## src/fdsw_pkg.sv

```systemverilog
/*
  Shared constants and carrier types for the flow device status word block.
  Assumes a single 100 MHz system clock and an AHB-Lite register port.
*/
package fdsw_pkg;

  // ****************************************************************
  // timing
  // ****************************************************************
  localparam int CLK_PERIOD_NS = 10;
  localparam int MS_PERIOD_NS = 1_000_000;

  // ****************************************************************
  // register byte offsets
  // ****************************************************************
  localparam logic [7:0] OFS_DEVICE_COND = 8'h00;
  localparam logic [7:0] OFS_WARNING_COND = 8'h04;
  localparam logic [7:0] OFS_ALARM_MASK = 8'h08;
  localparam logic [7:0] OFS_WARNING_MASK = 8'h0C;
  localparam logic [7:0] OFS_FLOW_LOW_TRIP = 8'h10;
  localparam logic [7:0] OFS_FLOW_HIGH_TRIP = 8'h14;
  localparam logic [7:0] OFS_FLOW_HYST = 8'h18;
  localparam logic [7:0] OFS_FLOW_SETTLE = 8'h1C;
  localparam logic [7:0] OFS_ZERO_REC_TIME = 8'h20;
  localparam logic [7:0] OFS_ZERO_TOL_SETTLE = 8'h24;
  localparam logic [7:0] OFS_ZERO_TOL_BAND = 8'h28;
  localparam logic [7:0] OFS_CONFIG = 8'h2C;
  localparam logic [7:0] OFS_RAMP_TIME = 8'h30;
  localparam logic [7:0] OFS_ALARM_COND = 8'h34;
  localparam logic [7:0] OFS_ERROR_COND = 8'h38;

  // ****************************************************************
  // reset values
  // ****************************************************************
  localparam logic [31:0] RST_MASK = 32'hFFFF_FFFF;
  localparam logic [31:0] RST_ZERO = 32'h0000_0000;

  // ****************************************************************
  // field positions
  // ****************************************************************
  localparam int DS_EXEC = 0;
  localparam int DS_FLOW_VALID = 1;
  localparam int DS_TEMP_VALID = 2;
  localparam int DS_ZEROING = 3;
  localparam int DS_ZERO_REC = 4;
  localparam int DS_ZERO_BLOCKED = 5;
  localparam int DS_VALVE_OVR = 6;
  localparam int DS_CTRL_OVR = 7;
  localparam int DS_ERROR = 8;
  localparam int DS_ALARM = 9;
  localparam int DS_WARNING = 10;
  localparam int DS_BTN_DIS = 11;
  localparam int DS_RAMPING = 12;
  localparam int WN_LOW_FLOW = 0;
  localparam int WN_HIGH_FLOW = 1;
  localparam int WN_ZERO_DRIFT = 4;
  localparam int WN_BAD_ZERO = 5;
  localparam int CFG_BTN_DIS = 0;

  // ****************************************************************
  // modes and carriers
  // ****************************************************************
  typedef enum logic [1:0] {
    FDSW_VALVE_NORMAL = 2'b00,
    FDSW_VALVE_OFF = 2'b01,
    FDSW_VALVE_PURGE = 2'b10,
    FDSW_VALVE_CLOSED = 2'b11
  } fdsw_valve_mode_t;

  typedef enum logic [1:0] {
    FDSW_CTRL_NORMAL = 2'b00,
    FDSW_CTRL_OFF = 2'b01,
    FDSW_CTRL_PURGE = 2'b10,
    FDSW_CTRL_FIXED = 2'b11
  } fdsw_ctrl_mode_t;

  typedef struct packed {
    logic setpoint_zero;
    fdsw_valve_mode_t valve_override;
    fdsw_valve_mode_t valve_safe_state;
    fdsw_ctrl_mode_t ctrl_override;
    logic ramp_active;
    logic zero_busy;
    logic zero_done;
  } fdsw_proc_t;

  typedef struct packed {
    logic flow_ok;
    logic temp_ok;
    logic signed [31:0] flow;
  } fdsw_sensor_t;

endpackage : fdsw_pkg

```

## src/fdsw_status.sv

```systemverilog
/*
  Device status word and low/high flow warning generator with AHB-Lite
  register access. Assumes all process inputs come from logic on the same
  clock; the error, alarm and other warning bits arrive from other units.
*/
// The implementer's own choices: the AHB-Lite interface to the registers and the register addresses.
`timescale 1ns/1ps
module fdsw_status
  import fdsw_pkg::*;
#(
  parameter int MS_CYCLES = MS_PERIOD_NS / CLK_PERIOD_NS
) (
  input wire logic clk,
  input wire logic resetn,
  input wire logic hsel,
  input wire logic [31:0] haddr,
  input wire logic [1:0] htrans,
  input wire logic hwrite,
  input wire logic [2:0] hsize,
  input wire logic [31:0] hwdata,
  input wire logic hready,
  output logic [31:0] hrdata,
  output logic hreadyout,
  output logic hresp,
  input wire logic cyclic_conn_active,
  input wire logic reset_service_req,
  input wire logic [31:0] error_word,
  input wire logic [31:0] alarm_word,
  input wire logic [31:0] warning_ext_word,
  input wire fdsw_proc_t proc_in,
  input wire fdsw_sensor_t sensor_in,
  output logic [31:0] device_condition_word,
  output logic [31:0] warning_condition_word,
  output logic zero_blocked
);

  // ****************************************************************
  // register file
  // ****************************************************************
  logic [31:0] alarm_mask_reg;
  logic [31:0] warning_mask_reg;
  logic signed [31:0] flow_low_trip_reg;
  logic signed [31:0] flow_high_trip_reg;
  logic [31:0] flow_hyst_reg;
  logic [31:0] flow_settle_reg;
  logic [31:0] zero_rec_time_reg;
  logic [31:0] zero_tol_settle_reg;
  logic [31:0] zero_tol_band_reg;
  logic [31:0] config_reg;
  logic [31:0] ramp_time_reg;
  logic wr_pend_reg;
  logic [7:0] wr_addr_reg;
  logic [31:0] hrdata_reg;
  logic [31:0] alarm_ind_reg;
  logic [31:0] error_ind_reg;

  function automatic logic fdsw_hit(input logic [31:0] addr, input logic [7:0] ofs);
    fdsw_hit = (addr[31:8] == 24'h00_0000) && (addr[7:0] == ofs);
  endfunction : fdsw_hit

  logic addr_phase;
  assign addr_phase = hsel && htrans[1] && hready;

  // address phase captured; write data lands one cycle later
  always_ff @(posedge clk or negedge resetn) begin
    if (!resetn) begin
      wr_pend_reg <= 1'b0;
      wr_addr_reg <= 8'h00;
    end else begin
      wr_pend_reg <= addr_phase && hwrite && (haddr[31:8] == 24'h00_0000);
      wr_addr_reg <= haddr[7:0];
    end
  end

  always_ff @(posedge clk or negedge resetn) begin
    if (!resetn) begin
      alarm_mask_reg <= RST_MASK;
      warning_mask_reg <= RST_MASK;
      flow_low_trip_reg <= RST_ZERO;
      flow_high_trip_reg <= RST_ZERO;
      flow_hyst_reg <= RST_ZERO;
      flow_settle_reg <= RST_ZERO;
      zero_rec_time_reg <= RST_ZERO;
      zero_tol_settle_reg <= RST_ZERO;
      zero_tol_band_reg <= RST_ZERO;
      config_reg <= RST_ZERO;
      ramp_time_reg <= RST_ZERO;
    end else if (wr_pend_reg) begin
      unique case (wr_addr_reg)
        OFS_ALARM_MASK: alarm_mask_reg <= hwdata;
        OFS_WARNING_MASK: warning_mask_reg <= hwdata;
        OFS_FLOW_LOW_TRIP: flow_low_trip_reg <= hwdata;
        OFS_FLOW_HIGH_TRIP: flow_high_trip_reg <= hwdata;
        OFS_FLOW_HYST: flow_hyst_reg <= hwdata;
        OFS_FLOW_SETTLE: flow_settle_reg <= hwdata;
        OFS_ZERO_REC_TIME: zero_rec_time_reg <= hwdata;
        OFS_ZERO_TOL_SETTLE: zero_tol_settle_reg <= hwdata;
        OFS_ZERO_TOL_BAND: zero_tol_band_reg <= hwdata;
        OFS_CONFIG: config_reg <= {31'h0000_0000, hwdata[CFG_BTN_DIS]};
        OFS_RAMP_TIME: ramp_time_reg <= hwdata;
        default: ;
      endcase
    end
  end

  // read data prepared at the address phase; unmapped reads return zero
  always_ff @(posedge clk or negedge resetn) begin
    if (!resetn) begin
      hrdata_reg <= RST_ZERO;
    end else if (addr_phase && !hwrite) begin
      if (fdsw_hit(haddr, OFS_DEVICE_COND)) hrdata_reg <= device_condition_word;
      else if (fdsw_hit(haddr, OFS_WARNING_COND)) hrdata_reg <= warning_condition_word;
      else if (fdsw_hit(haddr, OFS_ALARM_MASK)) hrdata_reg <= alarm_mask_reg;
      else if (fdsw_hit(haddr, OFS_WARNING_MASK)) hrdata_reg <= warning_mask_reg;
      else if (fdsw_hit(haddr, OFS_FLOW_LOW_TRIP)) hrdata_reg <= flow_low_trip_reg;
      else if (fdsw_hit(haddr, OFS_FLOW_HIGH_TRIP)) hrdata_reg <= flow_high_trip_reg;
      else if (fdsw_hit(haddr, OFS_FLOW_HYST)) hrdata_reg <= flow_hyst_reg;
      else if (fdsw_hit(haddr, OFS_FLOW_SETTLE)) hrdata_reg <= flow_settle_reg;
      else if (fdsw_hit(haddr, OFS_ZERO_REC_TIME)) hrdata_reg <= zero_rec_time_reg;
      else if (fdsw_hit(haddr, OFS_ZERO_TOL_SETTLE)) hrdata_reg <= zero_tol_settle_reg;
      else if (fdsw_hit(haddr, OFS_ZERO_TOL_BAND)) hrdata_reg <= zero_tol_band_reg;
      else if (fdsw_hit(haddr, OFS_CONFIG)) hrdata_reg <= config_reg;
      else if (fdsw_hit(haddr, OFS_RAMP_TIME)) hrdata_reg <= ramp_time_reg;
      else if (fdsw_hit(haddr, OFS_ALARM_COND)) hrdata_reg <= alarm_ind_reg;
      else if (fdsw_hit(haddr, OFS_ERROR_COND)) hrdata_reg <= error_ind_reg;
      else hrdata_reg <= RST_ZERO;
    end
  end

  // zero wait states, always OKAY
  always_ff @(posedge clk or negedge resetn) begin
    if (!resetn) begin
      hreadyout <= 1'b1;
      hresp <= 1'b0;
    end else begin
      hreadyout <= 1'b1;
      hresp <= 1'b0;
    end
  end
  assign hrdata = hrdata_reg;

  // ****************************************************************
  // millisecond tick
  // ****************************************************************
  logic [16:0] ms_div_reg;
  logic ms_tick_reg;
  always_ff @(posedge clk or negedge resetn) begin
    if (!resetn) begin
      ms_div_reg <= 17'h0_0000;
      ms_tick_reg <= 1'b0;
    end else if (ms_div_reg == 17'(MS_CYCLES - 1)) begin
      ms_div_reg <= 17'h0_0000;
      ms_tick_reg <= 1'b1;
    end else begin
      ms_div_reg <= ms_div_reg + 17'h0_0001;
      ms_tick_reg <= 1'b0;
    end
  end

  // ****************************************************************
  // safe state
  // ****************************************************************
  logic safe_reg;
  always_ff @(posedge clk or negedge resetn) begin
    if (!resetn) safe_reg <= 1'b0;
    else if (|error_word) safe_reg <= 1'b1;
    else if (reset_service_req) safe_reg <= 1'b0;
  end

  // ****************************************************************
  // flow warnings
  // ****************************************************************
  logic [1:0] flow_warn_reg;
  logic [31:0] flow_qual_reg [2];
  logic [1:0] warn_set_cond;
  logic [1:0] warn_clr_cond;
  logic signed [33:0] flow_x;
  logic signed [33:0] low_x;
  logic signed [33:0] high_x;
  logic signed [33:0] hyst_x;
  assign flow_x = 34'(sensor_in.flow);
  assign low_x = 34'(flow_low_trip_reg);
  assign high_x = 34'(flow_high_trip_reg);
  assign hyst_x = $signed({2'b00, flow_hyst_reg});
  assign warn_set_cond[WN_LOW_FLOW] = flow_x < low_x;
  assign warn_clr_cond[WN_LOW_FLOW] = flow_x > (low_x + hyst_x);
  assign warn_set_cond[WN_HIGH_FLOW] = flow_x > high_x;
  assign warn_clr_cond[WN_HIGH_FLOW] = flow_x < (high_x - hyst_x);

  for (genvar i = 0; i < 2; i++) begin : g_flow_warn
    logic qual;
    assign qual = flow_warn_reg[i] ? warn_clr_cond[i] : warn_set_cond[i];
    always_ff @(posedge clk or negedge resetn) begin
      if (!resetn) begin
        flow_warn_reg[i] <= 1'b0;
        flow_qual_reg[i] <= RST_ZERO;
      end else if (!sensor_in.flow_ok) begin
        flow_warn_reg[i] <= 1'b0;
        flow_qual_reg[i] <= RST_ZERO;
      end else if (!qual) begin
        flow_qual_reg[i] <= RST_ZERO;
      end else if (flow_qual_reg[i] > flow_settle_reg) begin
        flow_warn_reg[i] <= !flow_warn_reg[i];
        flow_qual_reg[i] <= RST_ZERO;
      end else if (ms_tick_reg && flow_qual_reg[i] != 32'hFFFF_FFFF) begin
        flow_qual_reg[i] <= flow_qual_reg[i] + 32'h0000_0001;
      end
    end
  end

  // ****************************************************************
  // zero recommendation
  // ****************************************************************
  logic [31:0] since_zero_reg;
  logic [31:0] sp_zero_ms_reg;
  logic zero_rec_reg;
  logic zero_success;
  logic rec_time_cond;
  logic rec_tol_cond;
  logic [31:0] abs_flow;
  logic [32:0] abs_flow2;
  assign zero_success = proc_in.zero_done && !warning_ext_word[WN_BAD_ZERO]
    && !warning_ext_word[WN_ZERO_DRIFT];
  assign abs_flow = sensor_in.flow[31] ? (32'h0000_0000 - sensor_in.flow) : sensor_in.flow;
  assign abs_flow2 = {abs_flow, 1'b0};
  // power-on time expired; a clean zero restarts the time, so it cannot re-set
  assign rec_time_cond = (zero_rec_time_reg != RST_ZERO) && !zero_success
    && (since_zero_reg > zero_rec_time_reg);
  assign rec_tol_cond = (zero_tol_band_reg != RST_ZERO) && proc_in.setpoint_zero
    && (sp_zero_ms_reg > zero_tol_settle_reg) && (abs_flow2 > {1'b0, zero_tol_band_reg});

  always_ff @(posedge clk or negedge resetn) begin
    if (!resetn) since_zero_reg <= RST_ZERO;
    else if (zero_success) since_zero_reg <= RST_ZERO;
    else if (ms_tick_reg && since_zero_reg != 32'hFFFF_FFFF)
      since_zero_reg <= since_zero_reg + 32'h0000_0001;
  end

  always_ff @(posedge clk or negedge resetn) begin
    if (!resetn) sp_zero_ms_reg <= RST_ZERO;
    else if (!proc_in.setpoint_zero) sp_zero_ms_reg <= RST_ZERO;
    else if (ms_tick_reg && sp_zero_ms_reg != 32'hFFFF_FFFF)
      sp_zero_ms_reg <= sp_zero_ms_reg + 32'h0000_0001;
  end

  // sticky until clean zero, set wins
  always_ff @(posedge clk or negedge resetn) begin
    if (!resetn) zero_rec_reg <= 1'b0;
    else if (rec_time_cond || rec_tol_cond) zero_rec_reg <= 1'b1;
    else if (zero_success) zero_rec_reg <= 1'b0;
  end

  // ****************************************************************
  // status words
  // ****************************************************************
  logic blocked;
  logic [31:0] warn_masked;
  logic [31:0] alarm_masked;
  logic [31:0] ds_next;
  assign blocked = !proc_in.setpoint_zero
    || (proc_in.valve_override != FDSW_VALVE_NORMAL
        && proc_in.valve_override != FDSW_VALVE_CLOSED)
    || (safe_reg && proc_in.valve_safe_state != FDSW_VALVE_CLOSED)
    || (|alarm_word) || (|error_word);
  assign alarm_masked = alarm_word & alarm_mask_reg;
  assign warn_masked = {warning_ext_word[31:2], flow_warn_reg} & warning_mask_reg;

  always_comb begin
    ds_next = RST_ZERO;
    ds_next[DS_EXEC] = !safe_reg && !(|error_word) && cyclic_conn_active;
    ds_next[DS_FLOW_VALID] = sensor_in.flow_ok;
    ds_next[DS_TEMP_VALID] = sensor_in.temp_ok;
    ds_next[DS_ZEROING] = proc_in.zero_busy;
    ds_next[DS_ZERO_REC] = zero_rec_reg;
    ds_next[DS_ZERO_BLOCKED] = blocked;
    ds_next[DS_VALVE_OVR] = proc_in.valve_override != FDSW_VALVE_NORMAL;
    ds_next[DS_CTRL_OVR] = proc_in.ctrl_override != FDSW_CTRL_NORMAL;
    ds_next[DS_ERROR] = |error_word;
    ds_next[DS_ALARM] = |alarm_masked;
    ds_next[DS_WARNING] = |warn_masked;
    ds_next[DS_BTN_DIS] = config_reg[CFG_BTN_DIS];
    ds_next[DS_RAMPING] = proc_in.ramp_active && (ramp_time_reg != RST_ZERO);
  end

  always_ff @(posedge clk or negedge resetn) begin
    if (!resetn) begin
      device_condition_word <= RST_ZERO;
      warning_condition_word <= RST_ZERO;
      alarm_ind_reg <= RST_ZERO;
      error_ind_reg <= RST_ZERO;
      zero_blocked <= 1'b0;
    end else begin
      device_condition_word <= ds_next;
      warning_condition_word <= warn_masked;
      alarm_ind_reg <= alarm_masked;
      error_ind_reg <= error_word;
      zero_blocked <= blocked;
    end
  end
endmodule : fdsw_status
```

## config.mk

```make
export PLATFORM = sky130hd
export DESIGN_NAME = fdsw_status
export DESIGN_NICKNAME = d
export VERILOG_FILES = /design/src/fdsw_pkg.sv /design/src/fdsw_status.sv
export SDC_FILE = /design/constraint.sdc
export NUM_CORES = 2
export LEC_CHECK = 0
export BUFFER_PORTS_ARGS = -buffer_cell sky130_fd_sc_hd__buf_2
export CAP_MARGIN = 25
export CORE_UTILIZATION = 25
export DETAILED_ROUTE_END_ITERATION = 12
export PLACE_DENSITY = 0.41
export SYNTH_ARGS = -nofsm -noshare
export SYNTH_HDL_FRONTEND = slang
export SYNTH_SLANG_ARGS = --single-unit
```

## constraint.sdc

```tcl
create_clock -name clk -period 4.55 [get_ports clk]
set_input_delay 0.455 -clock clk [delete_from_list [all_inputs] [get_ports clk]]
set_output_delay 0.455 -clock clk [all_outputs]
set_load 0.03 [all_outputs]
```

---- Yosys cells after proc, flatten, opt, wreduce, memory -nomap -nowiden ----
Cells that the tools add are included.
storage, ports and cells
  register bits ........................... 622
  bits of input ports ..................... 216
  output and inout port bits .............. 99
  logic and storage cells ................. 206
cells by class
  add/subtract/negate cells ............... 8
  $lt $le $gt $ge ......................... 9
  eq/ne operators ......................... 39
  mux-type cells .......................... 42
  bitwise logic cells ..................... 2
  reductions and logical operators ........ 77
operators with widths
  kind                                                                 count
  32-bit 2-to-1 mux                                                    28
  32-bit > comparator                                                  5
  32-bit by 1-bit adder with 32-bit output, second input constant      4
  32-bit inequality test, second input constant                        4
  32-bit OR reduction                                                  4
  8-bit by 6-bit == test with 1-bit output, second input constant      12
  32-bit nonzero test                                                  3
  32-bit AND                                                           2
  8-bit by 5-bit == test with 1-bit output, second input constant      8
  1-bit logical AND                                                    36
  32-bit by 33-bit adder with 34-bit output                            1
  32-bit by 34-bit > comparator with 1-bit output                      1
  32-bit by 34-bit less-than comparator with 1-bit output              1
  32-bit by 33-bit subtractor with 34-bit output                       1
  33-bit by 32-bit > comparator with 1-bit output                      1
  8-bit by 4-bit == test with 1-bit output, second input constant      4
  32-bit less-than comparator                                          1
  1-bit by 32-bit subtractor with 32-bit output, first input constant  1
  2-bit AND reduction                                                  13
  24-bit logical NOT                                                   1
  17-bit by 1-bit adder with 17-bit output, second input constant      1
  17-bit == test, second input constant                                1
  17-bit 2-to-1 mux                                                    1
  1-bit 2-to-1 mux                                                     13
  other kinds (8)                                                      30

---- Logic depth before layout (Yosys ltp) ----
  depth in word-level cells ............... 17
  gate-level depth with buffers ........... 25
  depth with buffers taken out ............ 24

---- Worst setup path before layout ----
Ideal clock, no wire load.
  kind .................................... flip-flop to flip-flop
  start ................................... register flow_low_trip_reg[10]
  end ..................................... register flow_qual_reg[53] (netlist bit)
  library setup time ...................... 132 ps
  arrival time ............................ 4625 ps
  data required time ...................... 4418 ps
  path slack .............................. -207 ps
  stages on the path, launching flop included .. 19
  buffers on the path ..................... 1
  period minus slack after synthesis ...... 4757 ps
  cell sequence ........................... dfrtp_1 > ha_1 > a21o_1 > o2bb2ai_1 > or3_1 > o221a_2 > or4b_4 > a31oi_4 > o31ai_2 > or3_1 > a21oi_2 > xnor2_1 > ha_1 > a2111oi_0 > nor4bb_1 > a31oi_1 > o21ai_1 > clkbuf_1 > nor2_1
between the ends
  cells in the longest elaborated chain, start to end .. 5
  elaborated cells between the ends (all ways) .. 7
  those cells by class .................... add/sub: 1; order compare: 2; eq/ne: 1; mux: 3
ends and longest elaborated chain
  item                                             RTL line            source
  start: declaration                               fdsw_status.sv:42   logic signed [31:0] flow_low_trip_reg;
  start signal: assignment                         fdsw_status.sv:92   OFS_FLOW_LOW_TRIP: flow_low_trip_reg <= hwdata;
  32-bit by 33-bit adder with 34-bit output        fdsw_status.sv:186  assign warn_clr_cond[WN_LOW_FLOW] = flow_x > (low_x + hyst_x);
  32-bit by 34-bit > comparator with 1-bit output  fdsw_status.sv:186
  1-bit 2-to-1 mux *                               fdsw_status.sv:192  assign qual = flow_warn_reg[i] ? warn_clr_cond[i] : warn_set_cond[i];
  32-bit 2-to-1 mux                                fdsw_status.sv:200  end else if (!qual) begin
  32-bit 2-to-1 mux                                fdsw_status.sv:197  end else if (!sensor_in.flow_ok) begin
  end signal: indexed assignment                   fdsw_status.sv:206  flow_qual_reg[i] <= flow_qual_reg[i] + 32'h0000_0001;
  end: declaration                                 fdsw_status.sv:174  logic [31:0] flow_qual_reg [2];
Every way passes the cells marked *; elsewhere a longest branch is shown, timed or not.
A chain may end at the register's enable or synchronous reset.

---- Worst setup path after layout ----
  start ................................... register flow_hyst_reg[0]
  end ..................................... register flow_qual_reg[60] (netlist bit)
between the ends
  cells in the longest elaborated chain, start to end .. 5
  elaborated cells between the ends (all ways) .. 6
  those cells by class .................... add/sub: 1; order compare: 1; eq/ne: 1; mux: 3
ends and longest elaborated chain
  item                                               RTL line            source
  start: declaration                                 fdsw_status.sv:44   logic [31:0] flow_hyst_reg;
  start signal: assignment                           fdsw_status.sv:94   OFS_FLOW_HYST: flow_hyst_reg <= hwdata;
  32-bit by 33-bit adder with 34-bit output *        fdsw_status.sv:186
  32-bit by 34-bit > comparator with 1-bit output *  fdsw_status.sv:186
  1-bit 2-to-1 mux *                                 fdsw_status.sv:192
  32-bit 2-to-1 mux                                  fdsw_status.sv:200
  32-bit 2-to-1 mux                                  fdsw_status.sv:197
Marked as above.

==> impl_metrics.env <==
export IMPL_run_status="finished, violations left"
export IMPL_violations="setup timing"
export IMPL_max_slew_margin_rel_pct=31.4
export IMPL_hold_viol_final=0
export IMPL_die_y_um=391
export IMPL_numClockSinks=621
export IMPL_tightestPinTransition_ns=1.03
export IMPL_initial_core_util_pct=25.2
export IMPL_final_max_slew_viol_count=0
export IMPL_mostFrequentLayoutCell="dfrtp_1"
export IMPL_clk_pin_slew_ns=0.06
export IMPL_whs_path_depth=2
export IMPL_p_comb_share_pct=7.9
export IMPL_synthFlopType="dfrtp_1"
export IMPL_grt_overflow=0
export IMPL_cts_buffers=78
export IMPL_die_area_um2=153000
export IMPL_avgSynthCellArea_um2=9.74
export IMPL_htreeDepth=3
export IMPL_ios=315
export IMPL_wl_um=174000
export IMPL_rows=142
export IMPL_drive_above_1_share_pct=25.4
export IMPL_r2r_setup_slack_ns=-0.29
export IMPL_place_hpwl_um=137000
export IMPL_post_route_period_util_pct=106
export IMPL_hp_class="input pin to register"
export IMPL_drc=0
export IMPL_gp_congestion=0.914
export IMPL_seq_area_frac_synth_pct=41.3
export IMPL_p_clk_share_pct=49.8
export IMPL_crit_start="flow_hyst_reg[0]"
export IMPL_seqPwrFrac_pct=42.4
export IMPL_yosysUniqueCellTypes=87
export IMPL_cap_violations=0
export IMPL_tns_ns=-16.33
export IMPL_leakagePower_nw=22.5
export IMPL_crit_path_end="flow_qual_reg[60]"
export IMPL_cts_tree="done"
export IMPL_vias=32829
export IMPL_synth_seq_cells=621
export IMPL_ir_drop_mv=0.214
export IMPL_period_needed_ns=4.84
export IMPL_cts_max_path_buffers=3
export IMPL_yosysWarnings=0
export IMPL_cp_max_fo=8
export IMPL_wl_per_cell_um=26.6
export IMPL_first_pass_iters=7
export IMPL_p_sw_mw=3.54
export IMPL_r2r_start="flow_hyst_reg[0]"
export IMPL_largest_register_ffs=64
export IMPL_drtIter0Drc=2620
export IMPL_synth_edf_count=0
export IMPL_antenna_found_initial=15
export IMPL_grt_pass1_vias=32185
export IMPL_area_growth_pct=26.5
export IMPL_cp_start_kind="register"
export IMPL_syn_area_um2=37800
export IMPL_path_class="register to register"
export IMPL_p_int_mw=10.1
export IMPL_rsz0062_at_grt="yes"
export IMPL_ant_nets=0
export IMPL_numPortBuffers=287
export IMPL_grt_max_degree=113
export IMPL_worstRegToRegCells=21
export IMPL_insertion_delay_ns=0.70
export IMPL_powerDensity_nw_per_um2=285
export IMPL_final_setup_skew_ns=0.0349
export IMPL_syn_inst=3883
export IMPL_grt_use_total_pct=22.5
export IMPL_async_reset_ff_share_pct=100
export IMPL_crit_required_ns=5.12
export IMPL_coreArea_um2=150000
export IMPL_hold_start="warning_ext_word[6]"
export IMPL_sw_frac_of_total_pct=26.0
export IMPL_worstPathArrival_ns=5.41
export IMPL_endpoint_kind="register"
export IMPL_setup_violations=65
export IMPL_nNetsFinal=5041
export IMPL_final_cell_mix="dfrtp_1 (557), ha_1 (351), nand2_1 (288), buf_2 (286), buf_4 (276)"
export IMPL_viasPerCell=5.01
export IMPL_utilization_pct=31.9
export IMPL_fmax_mhz=207
export IMPL_die_w_um=391
export IMPL_grt_first_pass_wirelength_um=243000
export IMPL_setup_ws_ns=-0.290
export IMPL_reg2reg_to="flow_qual_reg[60]"
export IMPL_cts_root_buf="clkbuf_16"
synth_stat cells, drive strengths merged (7+ instances only):
library cell | n | area [um^2]
nor4 | 55 | 344
o21a | 33 | 248
a21oi | 164 | 828
xor2 | 98 | 858
and2 | 106 | 663
o22ai | 17 | 106
nand4 | 105 | 657
clkbuf | 114 | 428
nor2b | 33 | 206
a41oi | 7 | 61.3
nor3 | 36 | 185
o21bai | 8 | 60.1
o31ai | 17 | 138
a211oi | 16 | 120
mux2 | 197 | 2220
a22oi | 69 | 518
a21boi | 7 | 52.6
xnor2 | 112 | 981
or3 | 28 | 175
o21ai | 264 | 1320
dfstp | 64 | 1680
a31oi | 41 | 272
buf | 54 | 332
a22o | 20 | 175
or4 | 25 | 191
and4 | 21 | 184
dfrtp | 557 | 13900
o41ai | 7 | 68.8
a221oi | 50 | 438
a221o | 7 | 70.1
inv | 269 | 1010
a21o | 111 | 833
or2 | 18 | 113
a222oi | 18 | 180
nand3 | 84 | 425
nand2 | 292 | 1100
ha | 362 | 4530
and3 | 43 | 269
a211o | 8 | 70.1
nand2b | 32 | 215
nor2 | 245 | 925
worst max-delay path: stages, from the launching register on:
cell	delay, ns
dfrtp_1	0.40
ha_2	0.20
inv_2	0.05
fa_2	0.22
nor2b_4	0.05
o31ai_4	0.28
a211oi_4	0.12
o221a_4	0.27
or4b_4	0.52
a31oi_4	0.17
o31ai_2	0.09
or3_1	0.33
a21oi_2	0.15
xnor2_1	0.08
ha_1	0.35
a2111oi_4	0.39
nor4bb_4	0.33
a31oi_4	0.16
o21ai_4	0.19
buf_12	0.14
clkbuf_16	0.16
nor2_1	0.05
stage by stage:
| stage | power [mW] | cells | cell area [um^2] | hold slack [ns] | worst slack, ns |
|---|---|---|---|---|---|
| 2_1_floorplan | 6.23 | 3902 | 37900 | 0.159 | 0.0128 |
| 3_3_place_gp | 6.86 | 6312 | 43500 | 0.444 | -0.614 |
| 3_5_place_dp | 6.87 | 6312 | 43500 | 0.444 | -0.668 |
| 4_1_cts | 13.8 | 6529 | 47400 | 0.000634 | -0.356 |
| 5_1_grt | 14.1 | 6543 | 47800 | 0.0253 | -0.512 |
| 6_report | 13.6 | 6548 | 47800 | 0.0426 | -0.290 |
per-layer routing:
layer / global-route usage [%] / vias to the layer above / share of wire, %
met5: 0 / - / 0.021
met4: 8.11 / 6 / 4.0
met3: 3.88 / 241 / 5.5
met2: 36.7 / 1009 / 46
met1: 29.7 / 16416 / 44
li1: - / 15157 / -
timing repair:
item	in CTS	in global routing
hold buffers	60	0
setup buffers	8	11
endpoints found under the hold margin	119	0
gates cloned	3	3
pin swaps	67	41
endpoints found under the setup margin	66	66
resized for setup	90	67
power by group through the flow:
stage / combinational, mW / sequential [mW] / clock, mW
2_1_floorplan: 0.404 / 5.83 / 0
3_3_place_gp: 1.00 / 5.86 / 0
3_5_place_dp: 1.01 / 5.86 / 0
4_1_cts: 1.07 / 5.77 / 6.94
5_1_grt: 1.17 / 5.77 / 7.13
6_report: 1.07 / 5.77 / 6.78
cell type report:
cell class / count / area (um^2)
Inverter: 269 / 1010
Fill cell: 15732 / 102000
Tap cell: 2016 / 2520
Clock buffer: 116 / 2340
Sequential cell: 621 / 15600
Timing Repair Buffer: 647 / 4610
Antenna cell: 5 / 12.5
Clock inverter: 30 / 413
Multi-Input combinational cell: 2844 / 21300
cell families after synthesis:
logic type	count (synthesis)	synth area share, %
simple gates	1142	15.4
compound gates	909	15.8
flops	621	41.3
buf+inv	437	4.68
fa+ha+maj	364	12.1
xor+xnor	210	4.86
mux	198	5.90
other cells	2	0.0199
worst min path at each step:
| stage | endpoint | slack (ns) |
|---|---|---|
| 2_1_floorplan | alarm_ind_reg[0] | 0.16 |
| 3_3_place_gp | device_condition_word[4] | 0.44 |
| 3_5_place_dp | device_condition_word[4] | 0.44 |
| 4_1_cts | warning_condition_word[6] | 0.0006 |
| 5_1_grt | device_condition_word[0] | 0.03 |
| 6_report | warning_condition_word[6] | 0.04 |
No activity file was read; power rests on OpenSTA's default activity.
